--- config.mk ---
export PLATFORM = sky130hd
export DESIGN_NAME = pph_host_port
export DESIGN_NICKNAME = d
export VERILOG_FILES = /design/src/pph_host_port.v
export VERILOG_INCLUDE_DIRS = /design/src
export SDC_FILE = /design/constraint.sdc
export NUM_CORES = 1
export LEC_CHECK = 0
export ABC_CLOCK_PERIOD_IN_PS = 7560
export BUFFER_PORTS_ARGS = -buffer_cell sky130_fd_sc_hd__buf_2
export CELL_PAD_IN_SITES_DETAIL_PLACEMENT = 1
export CELL_PAD_IN_SITES_GLOBAL_PLACEMENT = 1
export CORE_UTILIZATION = 39
export DETAILED_ROUTE_END_ITERATION = 7
export PLACE_DENSITY = 0.85
export SYNTH_ARGS = -nofsm -noshare
export SYNTH_HDL_FRONTEND = slang
export SYNTH_SLANG_ARGS = --single-unit
--- constraint.sdc ---
create_clock -name clock -period 7.56 [get_ports clock]
set_clock_uncertainty 0.1 [all_clocks]
set_input_delay 1.134 -clock clock [delete_from_list [all_inputs] [get_ports clock]]
set_output_delay 1.134 -clock clock [all_outputs]
set_load 0.02 [all_outputs]
--- src/pph_map.vh ---
// port map, field codes and timing constants for the parallel host port
`ifndef PPH_MAP_VH
`define PPH_MAP_VH
`define PPH_PORT_COUNT 32
`define PPH_OUT_COUNT 20
`define PPH_IN_COUNT 8
`define PPH_VOLT_PORTS 16
`define PPH_VIN_PORTS 6
`define PPH_OUT_FIRST 8'h00
`define PPH_DAC_ONE 8'h10
`define PPH_DAC_TWO 8'h11
`define PPH_DAC_THREE 8'h12
`define PPH_AUX_PORT 8'h13
`define PPH_IN_FIRST 8'h18
`define PPH_LATCH_RESET 8'h00
`define PPH_SEL_DISABLE 2'h0
`define PPH_SEL_ONE 2'h1
`define PPH_SEL_TWO 2'h2
`define PPH_SEL_THREE 2'h3
`define PPH_CLK_HZ 100000000
`define PPH_SQW_HZ 3000000
`endif

--- src/pph_host_port.v ---
// parallel host port with output latches, input ports and a square-wave pin clock
`timescale 1ns/1ns
`include "pph_map.vh"

// Overview of operation
// - split mode: one strobe writes address-selected port
// - split mode: input data follows address, unstrobed
// - muxed mode: address strobe latches the address
// - muxed mode: data strobe writes addressed port
// - muxed mode: input strobe drives shared lines
// - sixteen voltage latches, six voltage input ports
// - 32 addresses: 20 writable, 8 readable
// - latch bits drive switches until rewritten
// - three 8-bit converter settings, one per supply
// - any pin can be logic high or low
// - back-to-back transfers every cycle accepted
// - primary 0 is zero volts, 1 positive
// - secondary 00 disable, 01-11 select supply
// - clock option is a 3.125MHz square wave
module pph_host_port #(
	parameter NPORT = `PPH_PORT_COUNT,
	parameter NOUT = `PPH_OUT_COUNT,
	parameter NIN = `PPH_IN_COUNT
) (
	input wire clock,
	input wire resetn,
	input wire mux_mode,
	input wire [7:0] port_addr,
	input wire [7:0] write_data,
	input wire xfer_strobe,
	output wire [7:0] read_data,
	input wire [7:0] mux_bus_in,
	output wire [7:0] mux_bus_out,
	output wire mux_bus_oe,
	input wire addr_strobe,
	input wire data_strobe,
	input wire input_strobe,
	input wire [8*NIN-1:0] in_ports,
	output wire [8*NOUT-1:0] out_latches,
	output wire [7:0] dac_supply_one,
	output wire [7:0] dac_supply_two,
	output wire [7:0] dac_supply_three,
	output wire [7:0] aux_control,
	output reg square_clock
);

	// half period of the pin clock, in system clocks
	localparam [31:0] HALF = `PPH_CLK_HZ / (2 * `PPH_SQW_HZ);
	localparam [4:0] HALF_CNT = (HALF < 1) ? 5'h01 : HALF[4:0];
	localparam [4:0] HALF_LAST = HALF_CNT - 5'h01;

	// port map limits at the width of the address
	localparam [31:0] OUT_LIMIT_W = NOUT;
	localparam [31:0] PORT_LIMIT_W = NPORT;
	localparam [7:0] OUT_LIMIT = OUT_LIMIT_W[7:0];
	localparam [7:0] PORT_LIMIT = PORT_LIMIT_W[7:0];
	localparam [7:0] IN_FIRST = `PPH_IN_FIRST;

	// lowest bit of each converter and auxiliary latch
	localparam integer DAC_ONE_LSB = 8 * `PPH_DAC_ONE;
	localparam integer DAC_TWO_LSB = 8 * `PPH_DAC_TWO;
	localparam integer DAC_THREE_LSB = 8 * `PPH_DAC_THREE;
	localparam integer AUX_LSB = 8 * `PPH_AUX_PORT;

	// strobes qualified against each other
	reg only_addr;
	reg only_data;
	reg only_input;
	wire split_write;
	wire muxed_write;
	wire muxed_addr_load;
	wire muxed_read;

	// address and data of the current transfer
	reg [7:0] mux_addr;
	reg [7:0] next_mux_addr;
	wire [7:0] eff_addr;
	wire [7:0] eff_data;
	wire addr_writable;
	wire wr_en;

	// read side
	reg [7:0] in_sel;
	wire addr_above_first;
	wire addr_below_limit;
	wire addr_readable;
	integer k;

	// pin clock divider
	reg [4:0] sqw_cnt;
	reg [4:0] next_sqw_cnt;
	reg next_square_clock;

	// exactly one muxed strobe may act at a time
	always @* begin
		only_addr = 1'b0;
		only_data = 1'b0;
		only_input = 1'b0;
		case ({addr_strobe, data_strobe, input_strobe})
			3'h4: begin
				only_addr = 1'b1;
			end
			3'h2: begin
				only_data = 1'b1;
			end
			3'h1: begin
				only_input = 1'b1;
			end
			default: begin
				// idle or overlapping strobes: nothing acts
				only_addr = 1'b0;
			end
		endcase
	end

	// each high cycle of a write strobe is one transfer
	assign split_write = ~mux_mode & xfer_strobe;
	assign muxed_write = mux_mode & only_data;
	assign muxed_addr_load = mux_mode & only_addr;
	assign muxed_read = mux_mode & only_input;

	// a lone address strobe reloads the muxed address
	always @* begin
		next_mux_addr = mux_addr;
		if (muxed_addr_load) begin
			next_mux_addr = mux_bus_in;
		end
	end

	always @(posedge clock) begin
		if (!resetn) begin
			mux_addr <= 8'h00;
		end else begin
			mux_addr <= next_mux_addr;
		end
	end

	// split mode takes address and data straight from the pins
	assign eff_addr = mux_mode ? mux_addr : port_addr;
	assign eff_data = mux_mode ? mux_bus_in : write_data;
	// the unmapped gap 14-17 is neither written nor read
	assign addr_writable = (eff_addr < OUT_LIMIT);
	assign wr_en = (split_write | muxed_write) & addr_writable;

	// one latch per write port, 20 of them at 00-13
	genvar g;
	generate
		for (g = 0; g < NOUT; g = g + 1) begin : g_out
			wire hit;
			reg [7:0] value;
			reg [7:0] next_value;

			assign hit = wr_en & (eff_addr == g);

			always @* begin
				next_value = value;
				if (hit) begin
					next_value = eff_data;
				end
			end

			always @(posedge clock) begin
				if (!resetn) begin
					// reset keeps every supply off
					value <= `PPH_LATCH_RESET;
				end else begin
					// held until the same port is written again
					value <= next_value;
				end
			end

			assign out_latches[8*g+7:8*g] = value;
		end
	endgenerate

	// converter settings and the auxiliary port
	assign dac_supply_one = out_latches[DAC_ONE_LSB +: 8];
	assign dac_supply_two = out_latches[DAC_TWO_LSB +: 8];
	assign dac_supply_three = out_latches[DAC_THREE_LSB +: 8];
	assign aux_control = out_latches[AUX_LSB +: 8];

	// 8 read ports at 18-1F; unmapped reads give zero
	assign addr_above_first = (eff_addr >= IN_FIRST);
	assign addr_below_limit = (eff_addr < PORT_LIMIT);
	assign addr_readable = addr_above_first & addr_below_limit;

	always @* begin
		in_sel = 8'h00;
		for (k = 0; k < NIN; k = k + 1) begin
			if (addr_readable && (eff_addr == IN_FIRST + k[7:0])) begin
				in_sel = in_ports[8*k +: 8];
			end
		end
	end

	// the shared lines are driven only during a lone input strobe
	assign read_data = in_sel;
	assign mux_bus_out = in_sel;
	assign mux_bus_oe = muxed_read;

	// free-running square wave for the clock pin option
	// toggles once every HALF_CNT cycles
	always @* begin
		next_sqw_cnt = sqw_cnt + 5'h01;
		next_square_clock = square_clock;
		if (sqw_cnt == HALF_LAST) begin
			next_sqw_cnt = 5'h00;
			next_square_clock = ~square_clock;
		end
	end

	always @(posedge clock) begin
		if (!resetn) begin
			sqw_cnt <= 5'h00;
			square_clock <= 1'b0;
		end else begin
			sqw_cnt <= next_sqw_cnt;
			square_clock <= next_square_clock;
		end
	end

endmodule // pph_host_port

==> metrics.cfg <==
[run_status]
run_status = completed

[route]
first_iter_violations = 227
num_vias = 7047
wl_mm = 27.46
ant_nets = 0
viasPerCell = 5.236
firstDrtPassIters = 4
wl_per_cell_microns = 20.40
drc_errors = 0

[clock_network]
cts.sinks = 174
cts_buffer_depth = 2
cts-buffers-inserted = 17
htree_num_levels = 4
cts_tree = built
hold_buffers = 0
cts_resized = 0
cts_setup_buffers = 0
cts_root_buf = clkbuf_16
cts.clk_slew.worst_paths_ns = 0.07
clock_latency_ns = 0.43

[yosys]
synth_warnings = 0
postSynthCellCount = 834
yosysSeqAreaShare = 0.4426
synth-adder-area-share = 0.003180
synth-main-ff-cell = dfxtp_1
synthArstFlopShare = 0
synth_mux_area_frac = 0.2227
syn_area_sq_um = 7870
synth_nets = 931
synth_seq_cells = 174
syn_area_per_cell_sq_um = 9.437
synth-edff-count = 0
synth_cell_types = 47
synthXorXnorAreaFrac = 0.003339
synth_top_family_by_area = multiplexers
synthSimpleGateAreaFrac = 0.1593
synth-compound-area-share = 0.09762

[floorplan]
fp.dieW_microns = 144.1
core_area_sq_um = 19590
initial_utilization = 0.4017
ioPinCount = 305
rows = 51
dieArea_sq_um = 20750
die_y_microns = 144.1

[critical_path]
cp-end-kind = output pin
worstPathCellList = buf_2 -> buf_4 -> a31oi_1 -> buf_4 -> a2111oi_2 -> a22oi_1 -> a22oi_1 -> buf_2
cp.required_ns = 6.33
crit_type = in2out
crit_slowest_cell = a2111oi_2
slowest_delay_ns = 0.72
crit_fanout = 44
start_kind = primary input
worstPathArrival_ns = 3.91

[grt]
grt_max_degree = 95
grt_pass1_vias = 7273
overflow = 0
grt_pass1_wl_mm = 40.89
antenna_found_initial = 3
grtUsageTotal = 0.2631

[cells_and_area]
nNetsFinal = 1162
final_common_cell = buf_2
finalNonFillerCells = 1346
final_cell_mix = buf_2 (303), nand2_1 (174), dfxtp_1 (174), mux2i_1 (165), nor2_2 (20)
drive_gt1_frac = 0.3506
syn_to_final_growth_pct = 25.25
n_fill_cell = 2311

[placed_design]
dp_cells = 1311
dp_hpwl_mm = 19.66
pre_cts_ws_ns = 2.413
port_buffers = 304
place.gp.congestion = 0.9459

[pwr]
p_leak_nw = 4.268
power.density_nw_per_um2 = 201.4
ir_worst_vdd_mv = 0.1486

[timing]
drv_slew = 0
setup_viol = 0
rsz0062_at_grt = false
period_needed_ns = 5.149
period_share = 0.6810
hold_violations = 0
setup_tns_ns = 0
postLayoutSetupSlackWorst_ns = 2.411
max_freq_mhz = 194.2
whs_ns = 0.3561
relSlewSlack = 0.2708
worstMarginPinSlew_ns = 1.091

[hold_path]
worstHoldPathType = reg2reg

[job]
maxCapViolCount = 0

## final timing paths
| kind | start | endpoint | slack, ns | cells after the start |
|---|---|---|---|---|
| setup reg to reg | mux_addr[0]$_SDFFE_PN0P_ | g_out[11].value[2]$_SDFFE_PN0P_ | 4.80 | 5 |
| hold reg to reg | g_out[13].value[1]$_SDFFE_PN0P_ | g_out[13].value[1]$_SDFFE_PN0P_ | 0.36 | 2 |
| setup / recovery | mux_mode | read_data[0] | 2.41 | 8 |
| hold / removal | g_out[13].value[1]$_SDFFE_PN0P_ | g_out[13].value[1]$_SDFFE_PN0P_ | 0.36 | 2 |
## final cells by class
class / instances / area, sq um / area share
well taps: 265 / 331.6 / 0.03364
clock inverters: 14 / 163.9 / 0.01663
repair buffers: 310 / 1569 / 0.1592
flip-flops and latches: 174 / 3483 / 0.3534
diodes: 3 / 7.507 / 0.0007616
multi-input cells: 554 / 3832 / 0.3888
inverters: 8 / 30.03 / 0.003046
clock buffers: 18 / 439.2 / 0.04455
## cells in the mapped netlist (7+ instances only)
cell | number | area share
a211oi_1 | 19 | 0.018
a21o_1 | 9 | 0.0086
a21oi_1 | 12 | 0.0076
a22o_1 | 9 | 0.010
a22oi_1 | 18 | 0.017
and3_1 | 9 | 0.0072
buf_2 | 7 | 0.0045
buf_4 | 41 | 0.039
clkbuf_1 | 49 | 0.023
dfxtp_1 | 174 | 0.44
inv_1 | 8 | 0.0038
mux2_2 | 9 | 0.013
mux2i_1 | 165 | 0.21
nand2_1 | 174 | 0.083
nand2b_1 | 10 | 0.0079
nor2_1 | 15 | 0.0072
nor2_2 | 20 | 0.016
nor2b_1 | 12 | 0.0095
o21ai_0 | 10 | 0.0064
o221ai_1 | 8 | 0.0089
## worst max-delay path: cells and delay by family
kind | cells | cell delay, ns
AO/OA/AOI/OAI | 4 | 1.32
buffers and inverters | 4 | 1.45
## kinds of logic (layout without fill, tap and decap cells)
family / Yosys count / in the layout
simple gates: 272 / 272
mux: 174 / 174
flops: 174 / 174
buf+inv: 106 / 350
compound gates: 103 / 103
xor+xnor: 3 / 3
fa+ha+maj: 2 / 2
other cells: 0 / 3
## state kept, by name, indices dropped and copies added, names as in the netlist
| register | count |
|---|---|
| mux_addr | 8 |
| dac_supply_two | 8 |
| sqw_cnt | 5 |
| aux_control | 8 |
| dac_supply_one | 8 |
| dac_supply_three | 8 |
| g_out.value | 128 |
| square_clock | 1 |
## metal layers
layer | track usage | share of wire
met3 | 0.07219 | 0.068
met1 | 0.2877 | 0.39
met2 | 0.4785 | 0.51
met4 | 0.1036 | 0.029
met5 | 0 | 0
## power breakdown
| group | internal (mW) | total, mW | switching, mW |
|---|---|---|---|
| sequential | 0.920 | 0.925 | 0.00425 |
| combinational | 0.0538 | 0.157 | 0.103 |
| clock | 0.481 | 0.903 | 0.423 |
## per-stage QoR
| step | power, mW | instance area (sq um) | util |
|---|---|---|---|
| 2_1_floorplan | 1.038 | 7870 | - |
| 3_3_place_gp | 1.101 | 9246 | 0.4720 |
| 3_5_place_dp | 1.104 | 9246 | 0.4720 |
| 4_1_cts | 2.002 | 9849 | 0.5028 |
| 5_1_grt | 2.055 | 9857 | 0.5032 |
| 6_report | 1.985 | 9857 | 0.5032 |
Note: power is estimated with default switching activity, not from simulation.
